**src/rpl_pkg.sv**
```systemverilog
// rpl_pkg: constants, register map and state encoding of the radio packet link layer.
// assumes a 100 MHz core clock and a bit-serial modem on the air side.
package rpl_pkg;

  // timing
  localparam int CLK_MHZ = 100;
  localparam int RETRY_STEP_US = 250;
  localparam int LISTEN_US = 250;
  localparam int STEP_CYC_DEF = RETRY_STEP_US * CLK_MHZ;
  localparam int LISTEN_CYC_DEF = LISTEN_US * CLK_MHZ;
  localparam int AIR_KBPS = 1000;
  localparam int BIT_DIV = CLK_MHZ * 1000 / AIR_KBPS;

  // sizes
  localparam int MAX_PAY = 32;
  localparam logic [1:0] TX_SLOTS = 2'h3;

  // register offsets
  localparam logic [7:0] REG_CONFIG = 8'h00;
  localparam logic [7:0] REG_ADDR_WIDTH = 8'h01;
  localparam logic [7:0] REG_RETRY_SETUP = 8'h02;
  localparam logic [7:0] REG_CHANNEL_SELECT = 8'h03;
  localparam logic [7:0] REG_TX_OBSERVATION = 8'h04;
  localparam logic [7:0] REG_STATUS = 8'h05;
  localparam logic [7:0] REG_FEATURE = 8'h06;
  localparam logic [7:0] REG_STATIC_RX_WIDTH = 8'h07;
  localparam logic [7:0] REG_ADDR0 = 8'h08;
  localparam logic [7:0] REG_ADDR4 = 8'h0C;
  localparam logic [7:0] REG_TX_DATA = 8'h10;
  localparam logic [7:0] REG_TX_COMMIT = 8'h11;
  localparam logic [7:0] REG_COMMAND = 8'h12;
  localparam logic [7:0] REG_RX_DATA = 8'h13;
  localparam logic [7:0] REG_RX_LENGTH = 8'h14;

  // field positions
  localparam int CFG_PRX = 0;
  localparam int CFG_CRC2 = 1;
  localparam int CFG_ACTIVE = 2;
  localparam int FEAT_REPLY = 0;
  localparam int FEAT_VLEN = 1;
  localparam int FEAT_AUTO = 2;
  localparam int FEAT_PIPE0 = 3;
  localparam int CMD_FLUSH_TX = 0;
  localparam int CMD_FLUSH_RX = 1;
  localparam int CMD_REPEAT = 2;

  // reset values
  localparam logic [1:0] AW_RST = 2'h3;
  localparam logic [3:0] DELAY_RST = 4'h0;
  localparam logic [3:0] LIMIT_RST = 4'h3;
  localparam logic [6:0] CH_RST = 7'h02;
  localparam logic [39:0] ADDR_RST = 40'hA5A5A5A5A5;

  // framing and crc
  localparam logic [7:0] PRE_ONE = 8'hAA;
  localparam logic [7:0] PRE_ZERO = 8'h55;
  localparam logic [7:0] CRC8_POLY = 8'h07;
  localparam logic [15:0] CRC16_POLY = 16'h1021;
  localparam logic [7:0] CRC8_INIT = 8'hFF;
  localparam logic [15:0] CRC16_INIT = 16'hFFFF;

  typedef enum logic [4:0] {
    S_IDLE = 5'h01,
    S_TX = 5'h02,
    S_LISTEN = 5'h04,
    S_RXD = 5'h08,
    S_WAIT = 5'h10
  } rpl_state_t;

endpackage
```
**src/rpl_link.sv**
```systemverilog
// rpl_link: packet assembly, disassembly, auto reply and auto retry of the radio link layer.
// assumes the modem gives one received bit per air_rx_valid_i pulse and sends one bit per BIT_DIV clock cycles.
`timescale 1ns/1ps

module rpl_link import rpl_pkg::*; #(
  parameter int STEP_CYC = STEP_CYC_DEF,
  parameter int LISTEN_CYC = LISTEN_CYC_DEF
) (
  // clock and reset
  input wire logic clk_i,
  input wire logic rst_b_i,
  // register port
  input wire logic [7:0] reg_addr_i,
  input wire logic [7:0] reg_wdata_i,
  input wire logic reg_wr_i,
  input wire logic reg_rd_i,
  output logic [7:0] reg_rdata_o,
  // air side
  output logic air_tx_bit_o,
  output logic air_tx_en_o,
  input wire logic air_rx_bit_i,
  input wire logic air_rx_valid_i,
  // status
  output logic standby_o,
  output logic [6:0] channel_o
);

  typedef struct packed {
    rpl_state_t st;
    logic standby;
    logic primary_receiver;
    logic crc2;
    logic active;
    logic act_prev;
    logic [1:0] aw;
    logic [3:0] retry_delay;
    logic [3:0] retry_limit;
    logic [6:0] ch;
    logic [3:0] lost;
    logic [3:0] rcnt;
    logic irq_max;
    logic irq_txd;
    logic irq_rxd;
    logic rpe;
    logic dple;
    logic aae;
    logic dpp;
    logic [5:0] srw;
    logic [39:0] addr;
    logic [95:0][7:0] txm;
    logic [2:0][5:0] tlen;
    logic [2:0][1:0] ttag;
    logic [2:0] tskip;
    logic [1:0] thead;
    logic [1:0] tcnt;
    logic [5:0] tfill;
    logic [1:0] seq;
    logic reuse;
    logic [31:0][7:0] rxm;
    logic [5:0] rlen;
    logic ravail;
    logic [5:0] rptr;
    logic [1:0] last_tag;
    logic [15:0] last_crc;
    logic have_last;
    logic room;
    logic [7:0] rdata;
    logic [7:0] div;
    logic tbit;
    logic ten;
    logic [9:0] bitpos;
    logic [15:0] crc;
    logic [39:0] rxsh;
    logic [8:0] rctl;
    logic [15:0] rcrc;
    logic [7:0] rbyte;
    logic [19:0] tmr;
    logic ack_mode;
    logic [5:0] ack_len;
    logic [1:0] ack_tag;
  } rpl_regs_t;

  // one crc step, msb first, no final inversion
  function automatic logic [15:0] crc_step(input logic [15:0] c, input logic b, input logic two);
    logic fb;
    fb = two ? (c[15] ^ b) : (c[7] ^ b);
    if (two) begin
      crc_step = {c[14:0], 1'b0} ^ (fb ? CRC16_POLY : 16'h0000);
    end else begin
      crc_step = {8'h00, c[6:0], 1'b0} ^ {8'h00, (fb ? CRC8_POLY : 8'h00)};
    end
  endfunction

  // address field length in bits
  function automatic logic [9:0] addr_bits(input logic [1:0] aw);
    case (aw)
      2'h2: addr_bits = 10'h020;
      2'h3: addr_bits = 10'h028;
      default: addr_bits = 10'h018;
    endcase
  endfunction

  // crc seeded with its initial value and run over the address bits
  function automatic logic [15:0] crc_addr(input logic [39:0] a, input logic [9:0] n, input logic two);
    logic [15:0] c;
    c = two ? CRC16_INIT : {8'h00, CRC8_INIT};
    for (int i = 39; i >= 0; i--) begin
      if (10'(i) < n) begin
        c = crc_step(c, a[i], two);
      end
    end
    return c;
  endfunction

  // index into the three-slot transmit memory
  function automatic logic [6:0] mem_idx(input logic [1:0] slot, input logic [5:0] bi);
    return {slot, 5'h00} + {2'h0, bi[4:0]};
  endfunction

  // slot arithmetic modulo three
  function automatic logic [1:0] add3(input logic [1:0] a, input logic [1:0] b);
    logic [2:0] s;
    s = {1'b0, a} + {1'b0, b};
    return (s >= {1'b0, TX_SLOTS}) ? 2'(s - {1'b0, TX_SLOTS}) : s[1:0];
  endfunction

  // begin a packet: payload stays that of the head slot, tag is the head slot's or, in ack mode, ack_tag
  function automatic rpl_regs_t start_tx(input rpl_regs_t s, input logic ackm);
    start_tx = s;
    start_tx.st = S_TX;
    start_tx.bitpos = 10'h000;
    start_tx.div = 8'h00;
    start_tx.ack_mode = ackm;
    start_tx.crc = crc_addr(s.addr, addr_bits(s.aw), s.crc2);
  endfunction

  // drop the head slot of the transmit queue
  function automatic rpl_regs_t pop_tx(input rpl_regs_t s);
    pop_tx = s;
    if (s.tcnt != 2'h0) begin
      pop_tx.thead = add3(s.thead, 2'h1);
      pop_tx.tcnt = s.tcnt - 2'h1;
    end
  endfunction

  function automatic rpl_regs_t reset_value();
    reset_value = '0;
    reset_value.st = S_IDLE;
    reset_value.standby = 1'b1;
    reset_value.aw = AW_RST;
    reset_value.retry_delay = DELAY_RST;
    reset_value.retry_limit = LIMIT_RST;
    reset_value.ch = CH_RST;
    reset_value.addr = ADDR_RST;
  endfunction

  localparam rpl_regs_t Q_RST = reset_value();

  rpl_regs_t q, d;
  logic tick, start_pulse, out_bit, match, vlen, rx_end, rx_ok, dup, deliver;
  logic [9:0] ab, a_end, c_end, p_end, k_end, cb, off, t, r_end, pidx;
  logic [5:0] tx_len, plen;
  logic [1:0] tx_tag, fslot;
  logic tx_skip;
  logic [8:0] ctrl9;
  logic [15:0] sh, crc_n, rcrc_n, cmp;
  logic [39:0] mask, nsh;
  logic [19:0] dly;
  logic [7:0] rval;
  logic [5:0] stored;

  // frame geometry and next bit of the outgoing packet
  always_comb begin
    tick = (q.div == 8'(BIT_DIV - 1));
    start_pulse = q.active && !q.act_prev;
    ab = addr_bits(q.aw);
    cb = q.crc2 ? 10'd16 : 10'd8;
    tx_len = q.ack_mode ? q.ack_len : q.tlen[q.thead];
    tx_tag = q.ack_mode ? q.ack_tag : q.ttag[q.thead];
    tx_skip = q.ack_mode ? 1'b0 : q.tskip[q.thead];
    ctrl9 = {tx_len, tx_tag, tx_skip};
    a_end = 10'd8 + ab;
    c_end = a_end + 10'd9;
    p_end = c_end + {1'b0, tx_len, 3'b000};
    k_end = p_end + cb;
    off = q.bitpos - c_end;
    t = ab - 10'd1 - (q.bitpos - 10'd8);
    sh = q.crc << 4'(q.bitpos - p_end);
    if (q.bitpos < 10'd8) begin
      out_bit = (q.addr[6'(ab - 10'd1)] ? PRE_ONE[3'(10'd7 - q.bitpos)] : PRE_ZERO[3'(10'd7 - q.bitpos)]);
    end else if (q.bitpos < a_end) begin
      out_bit = q.addr[t[5:0]];
    end else if (q.bitpos < c_end) begin
      out_bit = ctrl9[4'(10'd8 - (q.bitpos - a_end))];
    end else if (q.bitpos < p_end) begin
      out_bit = q.txm[mem_idx(q.thead, off[8:3])][3'h7 - off[2:0]];
    end else begin
      out_bit = q.crc2 ? sh[15] : sh[7];
    end
    dly = 20'((32'(q.retry_delay) + 32'd1) * STEP_CYC);
    fslot = add3(q.thead, q.tcnt);
    stored = (q.rlen > 6'(MAX_PAY)) ? 6'(MAX_PAY) : q.rlen;
  end

  // receive side decode
  always_comb begin
    nsh = {q.rxsh[38:0], air_rx_bit_i};
    mask = ~(40'hFFFFFFFFFF << ab);
    match = ((nsh ^ q.addr) & mask) == 40'h0000000000;
    vlen = q.primary_receiver ? (q.dple && q.dpp) : q.dple;
    plen = vlen ? q.rctl[8:3] : (q.primary_receiver ? q.srw : 6'h00);
    r_end = 10'd9 + {1'b0, plen, 3'b000} + cb;
    pidx = q.bitpos - 10'd9;
    crc_n = crc_step(q.crc, air_rx_bit_i, q.crc2);
    rcrc_n = {q.rcrc[14:0], air_rx_bit_i};
    cmp = q.crc2 ? rcrc_n : {8'h00, rcrc_n[7:0]};
    rx_end = air_rx_valid_i && (q.bitpos == r_end - 10'd1);
    rx_ok = q.crc2 ? (crc_n == 16'h0000) : (crc_n[7:0] == 8'h00);
    dup = q.aae && q.have_last && (q.rctl[2:1] == q.last_tag) && (cmp == q.last_crc);
    deliver = rx_ok && q.room && (q.primary_receiver ? !dup : (plen != 6'h00));
  end

  // next state: register port first, link engine after it so hardware sets win
  always_comb begin
    d = q;
    rval = 8'h00;
    d.act_prev = q.active;
    d.div = tick ? 8'h00 : q.div + 8'h01;
    if (reg_wr_i) begin
      if (reg_addr_i == REG_CONFIG) begin
        d.primary_receiver = reg_wdata_i[CFG_PRX];
        d.crc2 = reg_wdata_i[CFG_CRC2];
        d.active = reg_wdata_i[CFG_ACTIVE];
      end else if (reg_addr_i == REG_ADDR_WIDTH) begin
        d.aw = reg_wdata_i[1:0];
      end else if (reg_addr_i == REG_RETRY_SETUP) begin
        d.retry_delay = reg_wdata_i[7:4];
        d.retry_limit = reg_wdata_i[3:0];
      end else if (reg_addr_i == REG_CHANNEL_SELECT) begin
        d.ch = reg_wdata_i[6:0];
        d.lost = 4'h0;
      end else if (reg_addr_i == REG_STATUS) begin
        d.irq_max = q.irq_max && !reg_wdata_i[0];
        d.irq_txd = q.irq_txd && !reg_wdata_i[1];
        d.irq_rxd = q.irq_rxd && !reg_wdata_i[2];
      end else if (reg_addr_i == REG_FEATURE) begin
        d.rpe = reg_wdata_i[FEAT_REPLY];
        d.dple = reg_wdata_i[FEAT_VLEN];
        d.aae = reg_wdata_i[FEAT_AUTO];
        d.dpp = reg_wdata_i[FEAT_PIPE0];
      end else if (reg_addr_i == REG_STATIC_RX_WIDTH) begin
        d.srw = reg_wdata_i[5:0];
      end else if (reg_addr_i >= REG_ADDR0 && reg_addr_i <= REG_ADDR4) begin
        d.addr[{3'(reg_addr_i - REG_ADDR0), 3'h0} +: 8] = reg_wdata_i;
      end else if (reg_addr_i == REG_TX_DATA) begin
        if (q.tcnt < TX_SLOTS && q.tfill < 6'(MAX_PAY)) begin
          d.txm[mem_idx(fslot, q.tfill)] = reg_wdata_i;
          d.tfill = q.tfill + 6'h01;
        end
      end else if (reg_addr_i == REG_TX_COMMIT) begin
        if (q.tcnt < TX_SLOTS) begin
          d.tlen[fslot] = q.tfill;
          d.ttag[fslot] = q.seq + 2'h1;
          d.tskip[fslot] = reg_wdata_i[0];
          d.seq = q.seq + 2'h1;
          d.tcnt = q.tcnt + 2'h1;
          d.tfill = 6'h00;
          d.reuse = 1'b0;
        end
      end else if (reg_addr_i == REG_COMMAND) begin
        if (reg_wdata_i[CMD_FLUSH_TX]) begin
          d.tcnt = 2'h0;
          d.thead = 2'h0;
          d.tfill = 6'h00;
          d.reuse = 1'b0;
        end
        if (reg_wdata_i[CMD_FLUSH_RX]) begin
          d.ravail = 1'b0;
          d.rptr = 6'h00;
        end
        if (reg_wdata_i[CMD_REPEAT]) begin
          d.reuse = 1'b1;
        end
      end
    end
    if (reg_rd_i) begin
      if (reg_addr_i == REG_CONFIG) begin
        rval = {5'h00, q.active, q.crc2, q.primary_receiver};
      end else if (reg_addr_i == REG_ADDR_WIDTH) begin
        rval = {6'h00, q.aw};
      end else if (reg_addr_i == REG_RETRY_SETUP) begin
        rval = {q.retry_delay, q.retry_limit};
      end else if (reg_addr_i == REG_CHANNEL_SELECT) begin
        rval = {1'b0, q.ch};
      end else if (reg_addr_i == REG_TX_OBSERVATION) begin
        rval = {q.lost, q.rcnt};
      end else if (reg_addr_i == REG_STATUS) begin
        rval = {2'h0, q.tcnt, q.ravail, q.irq_rxd, q.irq_txd, q.irq_max};
      end else if (reg_addr_i == REG_FEATURE) begin
        rval = {4'h0, q.dpp, q.aae, q.dple, q.rpe};
      end else if (reg_addr_i == REG_STATIC_RX_WIDTH) begin
        rval = {2'h0, q.srw};
      end else if (reg_addr_i >= REG_ADDR0 && reg_addr_i <= REG_ADDR4) begin
        rval = q.addr[{3'(reg_addr_i - REG_ADDR0), 3'h0} +: 8];
      end else if (reg_addr_i == REG_RX_DATA) begin
        if (q.ravail) begin
          rval = q.rxm[q.rptr[4:0]];
          d.rptr = q.rptr + 6'h01;
          d.ravail = (q.rptr + 6'h01) < stored;
        end
      end else if (reg_addr_i == REG_RX_LENGTH) begin
        rval = {2'h0, q.rlen};
      end
    end
    d.rdata = rval;
    case (q.st)
      S_IDLE: begin
        d.ten = 1'b0;
        if (q.primary_receiver) begin
          if (q.active) begin
            d.st = S_LISTEN;
            d.rxsh = 40'h0000000000;
          end
        end else if (q.active && q.tcnt != 2'h0 && !q.irq_max && (!q.reuse || start_pulse)) begin
          d = start_tx(d, 1'b0);
          d.rcnt = 4'h0;
        end
      end
      S_TX: begin
        if (tick) begin
          if (q.bitpos < k_end) begin
            d.ten = 1'b1;
            d.tbit = out_bit;
            if (q.bitpos >= a_end && q.bitpos < p_end) begin
              d.crc = crc_step(q.crc, out_bit, q.crc2);
            end
            d.bitpos = q.bitpos + 10'd1;
          end else begin
            d.ten = 1'b0;
            d.tbit = 1'b0;
            d.tmr = 20'h00000;
            d.rxsh = 40'h0000000000;
            if (q.ack_mode) begin
              if (q.ack_len != 6'h00) begin
                d = pop_tx(d);
              end
              d.st = S_LISTEN;
            end else if (tx_skip || !q.aae) begin
              d.irq_txd = 1'b1;
              if (!q.reuse) begin
                d = pop_tx(d);
              end
              d.st = S_IDLE;
            end else begin
              d.st = S_LISTEN;
            end
          end
        end
      end
      S_LISTEN: begin
        d.tmr = q.tmr + 20'h00001;
        if (air_rx_valid_i) begin
          d.rxsh = nsh;
        end
        if (air_rx_valid_i && match) begin
          d.st = S_RXD;
          d.bitpos = 10'h000;
          d.crc = crc_addr(q.addr, ab, q.crc2);
          d.room = !q.ravail;
        end else if (q.primary_receiver) begin
          if (!q.active) begin
            d.st = S_IDLE;
          end
        end else if (q.tmr >= 20'(LISTEN_CYC) || q.tmr >= dly) begin
          d.st = S_WAIT;
        end
      end
      S_RXD: begin
        d.tmr = q.tmr + 20'h00001;
        if (air_rx_valid_i) begin
          d.bitpos = q.bitpos + 10'd1;
          d.crc = crc_n;
          if (q.bitpos < 10'd9) begin
            d.rctl = {q.rctl[7:0], air_rx_bit_i};
          end else if (q.bitpos < 10'd9 + {1'b0, plen, 3'b000}) begin
            d.rbyte = {q.rbyte[6:0], air_rx_bit_i};
            if (pidx[2:0] == 3'h7 && pidx[9:3] < 7'd32 && q.room) begin
              d.rxm[pidx[7:3]] = {q.rbyte[6:0], air_rx_bit_i};
            end
          end else begin
            d.rcrc = rcrc_n;
          end
        end
        if (rx_end) begin
          if (deliver) begin
            d.rlen = plen;
            d.ravail = 1'b1;
            d.rptr = 6'h00;
            d.irq_rxd = 1'b1;
          end
          if (q.primary_receiver) begin
            d.st = S_LISTEN;
            if (rx_ok && (dup || deliver)) begin
              d.last_tag = q.rctl[2:1];
              d.last_crc = cmp;
              d.have_last = 1'b1;
              if (q.aae && !q.rctl[0]) begin
                d = start_tx(d, 1'b1);
                d.ack_tag = q.rctl[2:1];
                d.ack_len = (q.rpe && q.tcnt != 2'h0) ? q.tlen[q.thead] : 6'h00;
              end
            end
          end else if (rx_ok) begin
            d.irq_txd = 1'b1;
            if (!q.reuse) begin
              d = pop_tx(d);
            end
            d.st = S_IDLE;
          end else begin
            d.st = S_WAIT;
          end
        end
      end
      S_WAIT: begin
        d.tmr = q.tmr + 20'h00001;
        if (q.tmr >= dly) begin
          if (q.rcnt >= q.retry_limit) begin
            d.irq_max = 1'b1;
            d.st = S_IDLE;
          end else begin
            d = start_tx(d, 1'b0);
            d.rcnt = q.rcnt + 4'h1;
            d.lost = (q.lost == 4'hF) ? q.lost : q.lost + 4'h1;
          end
        end
      end
      default: begin
        d.st = S_IDLE;
      end
    endcase
    d.standby = (d.st == S_IDLE);
  end

  // state register
  always_ff @(posedge clk_i or negedge rst_b_i) begin
    if (!rst_b_i) begin
      q <= Q_RST;
    end else begin
      q <= d;
    end
  end

  // outputs straight from the state register
  assign reg_rdata_o = q.rdata;
  assign air_tx_bit_o = q.tbit;
  assign air_tx_en_o = q.ten;
  assign standby_o = q.standby;
  assign channel_o = q.ch;
endmodule

```
**config.mk**
```make
export PLATFORM = sky130hd
export DESIGN_NAME = rpl_link
export DESIGN_NICKNAME = d
export VERILOG_FILES = /design/src/rpl_pkg.sv /design/src/rpl_link.sv
export SDC_FILE = /design/constraint.sdc
export NUM_CORES = 2
export LEC_CHECK = 0
export ABC_AREA = 1
export BUFFER_PORTS_ARGS = -buffer_cell sky130_fd_sc_hd__buf_4
export CAP_MARGIN = 40
export CORE_MARGIN = 4
export CORE_UTILIZATION = 60
export CTS_BUF_LIST = sky130_fd_sc_hd__clkbuf_8
export DETAILED_ROUTE_END_ITERATION = 8
export HOLD_SLACK_MARGIN = 0.12
export PLACE_DENSITY = 0.76
export SETUP_SLACK_MARGIN = 0.5
export SLEW_MARGIN = 20
export SYNTH_ARGS = -nofsm -noshare
export SYNTH_HDL_FRONTEND = slang
export SYNTH_SLANG_ARGS = --single-unit
```
**constraint.sdc**
```tcl
create_clock -name clk_i -period 21 [get_ports clk_i]
set_input_delay 1.05 -clock clk_i [delete_from_list [all_inputs] [get_ports clk_i]]
set_output_delay 1.05 -clock clk_i [all_outputs]
set_load 0.005 [all_outputs]
```
# Word-level counts from Yosys, hierarchy flattened
# Memories as Yosys holds them, arrays and structs flattened.
# Index checks and enable logic that the tools add are counted.
dict set report totals {
  ff_bits 1330
  rom_bits 16
  input_bits 22
  output_inout_bits 18
  elab_cells 2694
  n_memories 2
}
dict set report classes {
  add_sub_neg 36
  mul 1
  magnitude_cmp 194
  eq_ne 45
  shifts 5
  n_mux 1515
  bitwise_logic 647
  reduce_logical 67
}
# name words width rd rd_ports_with_merged_regs write_ports line
set mem_list {}
lappend mem_list {{(no name shown)} 8 1 1 0 0 rpl_link.sv:190} ;# out_bit = (q.addr[6'(ab - 10'd1)] ? PRE_ONE[3'(10'd7 - q.bitpos)] : PRE_ZERO[3'(10'd7 - q.bitpos)]);
lappend mem_list {{(no name shown)} 8 1 1 0 0 rpl_link.sv:190}
# operator n
set op_table {}
lappend op_table {{two-way mux 16 bit} 832}
lappend op_table {{two-way mux 1331 bit} 5}
lappend op_table {{one-hot mux 1178 bit (4 select lines)} 1}
lappend op_table {{two-way mux 861 bit} 5}
lappend op_table {{two-way mux 1329 bit} 3}
lappend op_table {{two-way mux 1295 bit} 2}
lappend op_table {{bitwise XOR 16 x 13 -> 16 bit} 160}
lappend op_table {{two-way mux 13 bit} 161}
lappend op_table {{two-way mux 768 bit} 2}
lappend op_table {{two-way mux 448 bit} 3}
lappend op_table {{bitwise XOR 8 x 3 -> 8 bit} 160}
lappend op_table {{two-way mux 1223 bit} 1}
lappend op_table {{two-way mux 1201 bit} 1}
lappend op_table {{two-way mux 256 bit} 4}
lappend op_table {{two-way mux 858 bit} 1}
lappend op_table {{two-way mux 854 bit} 1}
lappend op_table {{two-way mux 848 bit} 1}
lappend op_table {{two-way mux 808 bit} 1}
lappend op_table {{bitwise mux 768 bit} 1}
lappend op_table {{< comparator 5 x 10 -> 1 bit (first input constant)} 64}
lappend op_table {{two-way mux 3 bit} 165}
lappend op_table {{one-hot mux 66 bit (5 select lines)} 1}
lappend op_table {{< comparator 4 x 10 -> 1 bit (first input constant)} 32}
lappend op_table {{< comparator 6 x 10 -> 1 bit (first input constant)} 32}
lappend op_table {{other kinds (150)} 871}

# Longest topological paths before layout
dict set report logic_depth {
  word_depth 461
  depth_mapped 77
  ltp_nobuf 73
}

# Worst setup path after synthesis
# No wires, ideal clock.
dict set report synth_timing {
  kind {input-to-reg}
  from {input port reg_addr_i[0]}
  to {register q[114] (netlist name)}
  setup_time_ns 0.121
  arrival_time_ns 8.763
  t_required_ns 20.879
  setup_slack_ns 12.116
  path_stages 67
  path_buffers 11
  path_cell_list {clkbuf_1 -> inv_1 -> clkbuf_1 -> ha_1 -> nand2_2 -> nor2_4 -> nand2_2 -> nand2_1 -> o21ai_2 -> inv_2 -> buf_2 -> buf_2 -> clkbuf_1 -> buf_1 -> buf_4 -> buf_2 -> buf_2 -> buf_2 -> [... 31 more ...] -> nand3_1 -> nand2_4 -> nand2_1 -> nand3_1 -> nand3_1 -> nand2_2 -> inv_2 -> nand2_1 -> nand2_1 -> nand2_1 -> nand2_1 -> nand2_2 -> nand2_2 -> or2_1 -> nand3_2 -> nor2_1 -> nor3_1 -> nor2_1}
}
dict set report synth_between {
  elab_chain_len 375
  word_cells_on_any_way 1645
  classes_between {2 x add/sub; 122 x order compare; 8 x eq/ne; 2 x shift; 1040 x mux; 469 x bitwise; 2 x reduce/logical}
}
# element line
set synth_rtl {}
lappend synth_rtl {{start: declaration} rpl_link.sv:13} ;# input wire logic [7:0] reg_addr_i,
lappend synth_rtl {{subtractor 3 x 1 -> 3 bit} rpl_link.sv:254} ;# d.addr[{3'(reg_addr_i - REG_ADDR0), 3'h0} +: 8] = reg_wdata_i;
lappend synth_rtl {{negator 6 -> 8 bit} rpl_link.sv:254}
lappend synth_rtl {{variable part select 8 x 8 -> 40 bit / variable shift 8 x 8 -> 40 bit (equally long branches)} rpl_link.sv:254}
lappend synth_rtl {{bitwise mux 40 bit} rpl_link.sv:254}
lappend synth_rtl {{two-way mux 40 bit} rpl_link.sv:253} ;# end else if (reg_addr_i >= REG_ADDR0 && reg_addr_i <= REG_ADDR4) begin
lappend synth_rtl {{two-way mux 848 bit} rpl_link.sv:251} ;# end else if (reg_addr_i == REG_STATIC_RX_WIDTH) begin
lappend synth_rtl {{two-way mux 854 bit} rpl_link.sv:246} ;# end else if (reg_addr_i == REG_FEATURE) begin
lappend synth_rtl {{two-way mux 858 bit} rpl_link.sv:242} ;# end else if (reg_addr_i == REG_STATUS) begin
lappend synth_rtl {{[... 359 more ...]} --}
lappend synth_rtl {{bitwise XOR 16 x 13 -> 16 bit} rpl_link.sv:88} ;# crc_step = {c[14:0], 1'b0} ^ (fb ? CRC16_POLY : 16'h0000);
lappend synth_rtl {{two-way mux 16 bit} rpl_link.sv:87} ;# if (two) begin
lappend synth_rtl {{two-way mux 16 bit} rpl_link.sv:108} ;# if (10'(i) < n) begin
lappend synth_rtl {{two-way mux 1329 bit} rpl_link.sv:407} ;# if (q.aae && !q.rctl[0]) begin
lappend synth_rtl {{two-way mux 1329 bit} rpl_link.sv:403} ;# if (rx_ok && (dup || deliver)) begin
lappend synth_rtl {{two-way mux 1331 bit} rpl_link.sv:401} ;# if (q.primary_receiver) begin
lappend synth_rtl {{two-way mux 1331 bit} rpl_link.sv:394} ;# if (rx_end) begin
lappend synth_rtl {{one-hot mux 66 bit (5 select lines) *} rpl_link.sv:316} ;# case (q.st)
lappend synth_rtl {{end signal: assignment} rpl_link.sv:447} ;# q <= Q_RST;
lappend synth_rtl {{end signal: assignment} rpl_link.sv:449} ;# q <= d;
lappend synth_rtl {{end: declaration} rpl_link.sv:159} ;# rpl_regs_t q, d;
# Mark *: on every way between the ends. The rest lies on a longest branch, timed or not. The select of a mux whose other input is x is not followed.
# A chain may end at the register's enable or synchronous reset.

# Final worst setup path
dict set report layout_timing {
  from {register q[1320] (netlist name)}
  to {register q[104] (netlist name)}
}
dict set report layout_between {
  elab_chain_len 368
  word_cells_on_any_way 2149
  classes_between {11 x add/sub; 165 x order compare; 7 x eq/ne; 2 x shift; 1331 x mux; 629 x bitwise; 4 x reduce/logical}
}
# element line
set layout_rtl {}
lappend layout_rtl {{two-way mux 2 bit} rpl_link.sv:234} ;# end else if (reg_addr_i == REG_ADDR_WIDTH) begin
lappend layout_rtl {{two-way mux 21 bit} rpl_link.sv:230} ;# if (reg_addr_i == REG_CONFIG) begin
lappend layout_rtl {{two-way mux 21 bit} rpl_link.sv:229} ;# if (reg_wr_i) begin
lappend layout_rtl {{== test 2 bit} rpl_link.sv:96} ;# case (aw)
lappend layout_rtl {{one-hot mux 6 bit (2 select lines)} rpl_link.sv:96}
lappend layout_rtl {{two-way mux 10 bit} rpl_link.sv:407}
lappend layout_rtl {{two-way mux 10 bit} rpl_link.sv:403}
lappend layout_rtl {{two-way mux 10 bit} rpl_link.sv:401}
lappend layout_rtl {{[... 352 more ...]} --}
lappend layout_rtl {{bitwise XOR 8 x 3 -> 8 bit / bitwise XOR 16 x 13 -> 16 bit (equally long branches)} {rpl_link.sv:90, rpl_link.sv:88}}
lappend layout_rtl {{two-way mux 16 bit} rpl_link.sv:87}
lappend layout_rtl {{two-way mux 16 bit} rpl_link.sv:108}
lappend layout_rtl {{two-way mux 1329 bit} rpl_link.sv:407}
lappend layout_rtl {{two-way mux 1329 bit} rpl_link.sv:403}
lappend layout_rtl {{two-way mux 1331 bit} rpl_link.sv:401}
lappend layout_rtl {{two-way mux 1331 bit} rpl_link.sv:394}
lappend layout_rtl {{one-hot mux 66 bit (5 select lines)} rpl_link.sv:316}
# Parallel ways exist; a longest one is shown, timed or not. The select of a mux whose other input is x is not followed.

==> results.json <==
{
  "arrival_ns": 10.12,
  "drive_gt1_frac": 0.0768,
  "start_kind": "flop",
  "cp_slowest_cell": "dfstp_2",
  "slowest_delay_ns": 0.93,
  "synth_flop_cell": "dfrtp_1",
  "use_met2": 0.577,
  "core_um2": 124000,
  "synth_cell_types": 76,
  "ys_seq_area_frac": 0.440,
  "critical_path.endpoint": "q[104]",
  "finalHoldViolCount": 0,
  "regToRegEndpoint": "q[104]",
  "async_flop_share": 1.00,
  "insertion_delay_ns": 0.99,
  "wl_per_cell_um": 21.9,
  "antenna_found_initial": 1,
  "cp_max_fo": 74,
  "peakVddDrop_mv": 0.122,
  "grt_busiest_layer": "met2",
  "fin_nets": 9825,
  "status": "finished with violations",
  "rsz0062_at_grt": "no",
  "num_vias": 71000,
  "area_growth_pct": 8.66,
  "reg2reg_from": "q[1320]",
  "crit_start": "q[1320]",
  "yosysWarnings": 0,
  "hold_class": "primary input to flop",
  "placementRows": 129,
  "fmax_mhz": 108,
  "setup-violations-final": 0,
  "fin_crit_ns": 9.27,
  "grt_pass1_vias": 66200,
  "min_from": "reg_rd_i",
  "first_pass_iters": 9,
  "io_buffers": 39,
  "clockRootBuffer": "clkbuf_8",
  "grt_use_total": 0.377,
  "fin_skew_ns": 0.0459,
  "cts_tree": "yes",
  "reg2reg_depth": 34,
  "start_util": 0.608,
  "met1_usage": 0.534,
  "numCtsBuffers": 217,
  "slew_viol_final": 0,
  "drcViolationCount": 8,
  "dieArea_um2": 132000,
  "yosys.area.top_type": "dfrtp_1",
  "ff2ff_setup_slack_ns": 11.73,
  "die_h_um": 363,
  "grt_pass1_wl_um": 389000,
  "tightest_slew_ns": 1.02,
  "synth_edf_count": 0,
  "cp_data_required_time_ns": 21.86,
  "ios": 40,
  "met3_usage": 0.0636,
  "power_density_nw_per_um2": 102,
  "max_cap_viol_count": 0,
  "finalCritPeriodShare": 0.441,
  "place_hpwl_um": 169000,
  "hold_slack_ns": 0.466,
  "fin_tns_setup_ns": 0,
  "path_class": "flop to flop",
  "avgSynthCellArea_um2": 7.66,
  "cts_sinks": 1328,
  "synthesis.area_um2": 75500,
  "failed_checks": "design-rule violations",
  "vias_per_cell": 6.17,
  "syn_inst": 9862,
  "synth.top_cell.area_share": 0.431,
  "synthTopCellsByArea": "dfrtp_1 43%, nand2_1 13%, o21ai_0 9.1%",
  "grt_max_degree": 166,
  "postCtsSetupBuffers": 0,
  "die_w_um": 363,
  "drt_first_iter_violations": 9351,
  "clk_pin_slew_ns": 0.07,
  "p_leak_nw": 40.4,
  "drtAntennaViolNets": 0,
  "max_slew_margin": 0.318,
  "ys_ff_latch": 1328,
  "htreeDepth": 4,
  "routed_wl_um": 252000,
  "cp-end-kind": "flop",
  "cts_max_path_buffers": 3,
  "overflow": 0,
  "gp_congestion": 0.991
}
-- cells in the final DEF (no fill, tap or decap), drive strengths merged, types with 26 or more instances in the layout --
master / n
nand2: 2641
o221ai: 50
inv: 1025
o211ai: 106
xor2: 141
mux2i: 214
o21ai: 1395
buf: 178
nand3: 763
dfstp: 27
nor3: 77
dfrtp: 1301
xnor2: 45
nand4: 60
ha: 125
a32o: 76
a31oi: 28
nor2: 474
clkbuf: 274
o22ai: 53
clkinv: 48
o2111ai: 40
a221oi: 26
a21oi: 415
or2: 33
-- how the worst min path moves through the flow --
stage	to	slack, ns	cells after the start
finish	reg_rdata_o[0]	0.47	3
global route	reg_rdata_o[1]	0.45	3
CTS	reg_rdata_o[1]	0.37	3
detailed placement	q[147]	0.46	1
global placement	q[147]	0.45	1
floorplan	q[1321]	0.43	0
-- synthesized netlist by cell type (13+ instances only) --
library cell / instances
o21bai_1: 14
clkinv_1: 17
inv_1: 923
o21ai_1: 18
a211oi_1: 19
o2111ai_1: 40
nor3_1: 76
a221oi_1: 26
o221ai_1: 50
or2_2: 26
inv_2: 24
dfstp_2: 27
nand3_1: 741
nand3b_1: 13
a31oi_1: 28
xnor2_1: 45
o211ai_1: 106
o22ai_1: 52
buf_4: 20
ha_1: 125
mux2i_1: 214
nor4_1: 21
o21ai_0: 1373
buf_1: 44
nand2_2: 60
nor2_1: 458
buf_2: 27
dfrtp_1: 1301
nand2_1: 2573
nand4_1: 58
o21a_1: 20
a32o_1: 76
a21oi_1: 413
a311oi_1: 20
clkbuf_1: 500
o311ai_0: 16
nand3_2: 20
xor2_1: 139
-- critical path: cells and delay by family, from the launching register on --
family / cells / cell delay (ns)
DFF: 1 / 0.93
AOI/OAI and AO/OA: 11 / 2.33
and+or+nand+nor: 8 / 1.34
buffers and inverters: 12 / 3.48
xor gates and xnor gates: 2 / 0.51
adders and majority gates: 1 / 0.37
-- area by class of cell --
cell class              instances  area, um^2
repair buffers                180        1840
inverters                     965        3650
fillers                     10600       42200
diodes                          6        15.0
flip-flops and latches       1328       33300
clock buffers                 273        3760
multi-input cells            6979       36400
well taps                    1637        2050
clock inverters               124        1030
-- power breakdown --
part           switching [mW]  total (mW)  internal, mW  leakage [nW]
combinational            2.31        3.17         0.859          20.1
sequential             0.0923        2.71          2.62          17.7
clock                    1.14        2.46          1.32          2.70
total                    3.54        8.34          4.80          40.4
-- cells by family (layout without fill, tap and decap cells) --
group,count (synthesis),in the layout,share of synthesized area
DFF,1328,1328,0.440
and+or+nand+nor,4094,4094,0.228
other,2,11,0.0000994
muxes,225,225,0.0300
AOI/OAI and AO/OA,2337,2337,0.178
buffers and inverters,1558,1542,0.0791
adders and majority gates,132,132,0.0226
xor gates and xnor gates,186,186,0.0218
-- stage by stage --
stage / setup WS (ns) / power, mW / utilization / cell area (um^2) / instances
2_1_floorplan: 12.12 / 4.68 / - / 75500 / 9865
4_1_cts: 12.04 / 8.24 / 0.658 / 81800 / 11500
6_report: 11.73 / 8.34 / 0.660 / 82100 / 11500
3_5_place_dp: 11.52 / 5.79 / 0.619 / 77000 / 11100
5_1_grt: 11.26 / 8.70 / 0.660 / 82000 / 11500
3_3_place_gp: 11.48 / 5.72 / 0.615 / 76400 / 11000
-- layer usage --
metal / wire length, um / vias up
met2: 112000 / 3731
li1: - / 32500
met3: 23300 / 600
met5: 22 / -
met4: 10600 / 2
met1: 106000 / 34100
-- repair_timing --
action	4_1_cts	5_1_grt
resized for setup	0	0
hold buffers	1	0
endpoints found under the hold margin	88	0
No activity file was read; power rests on OpenSTA's default activity.
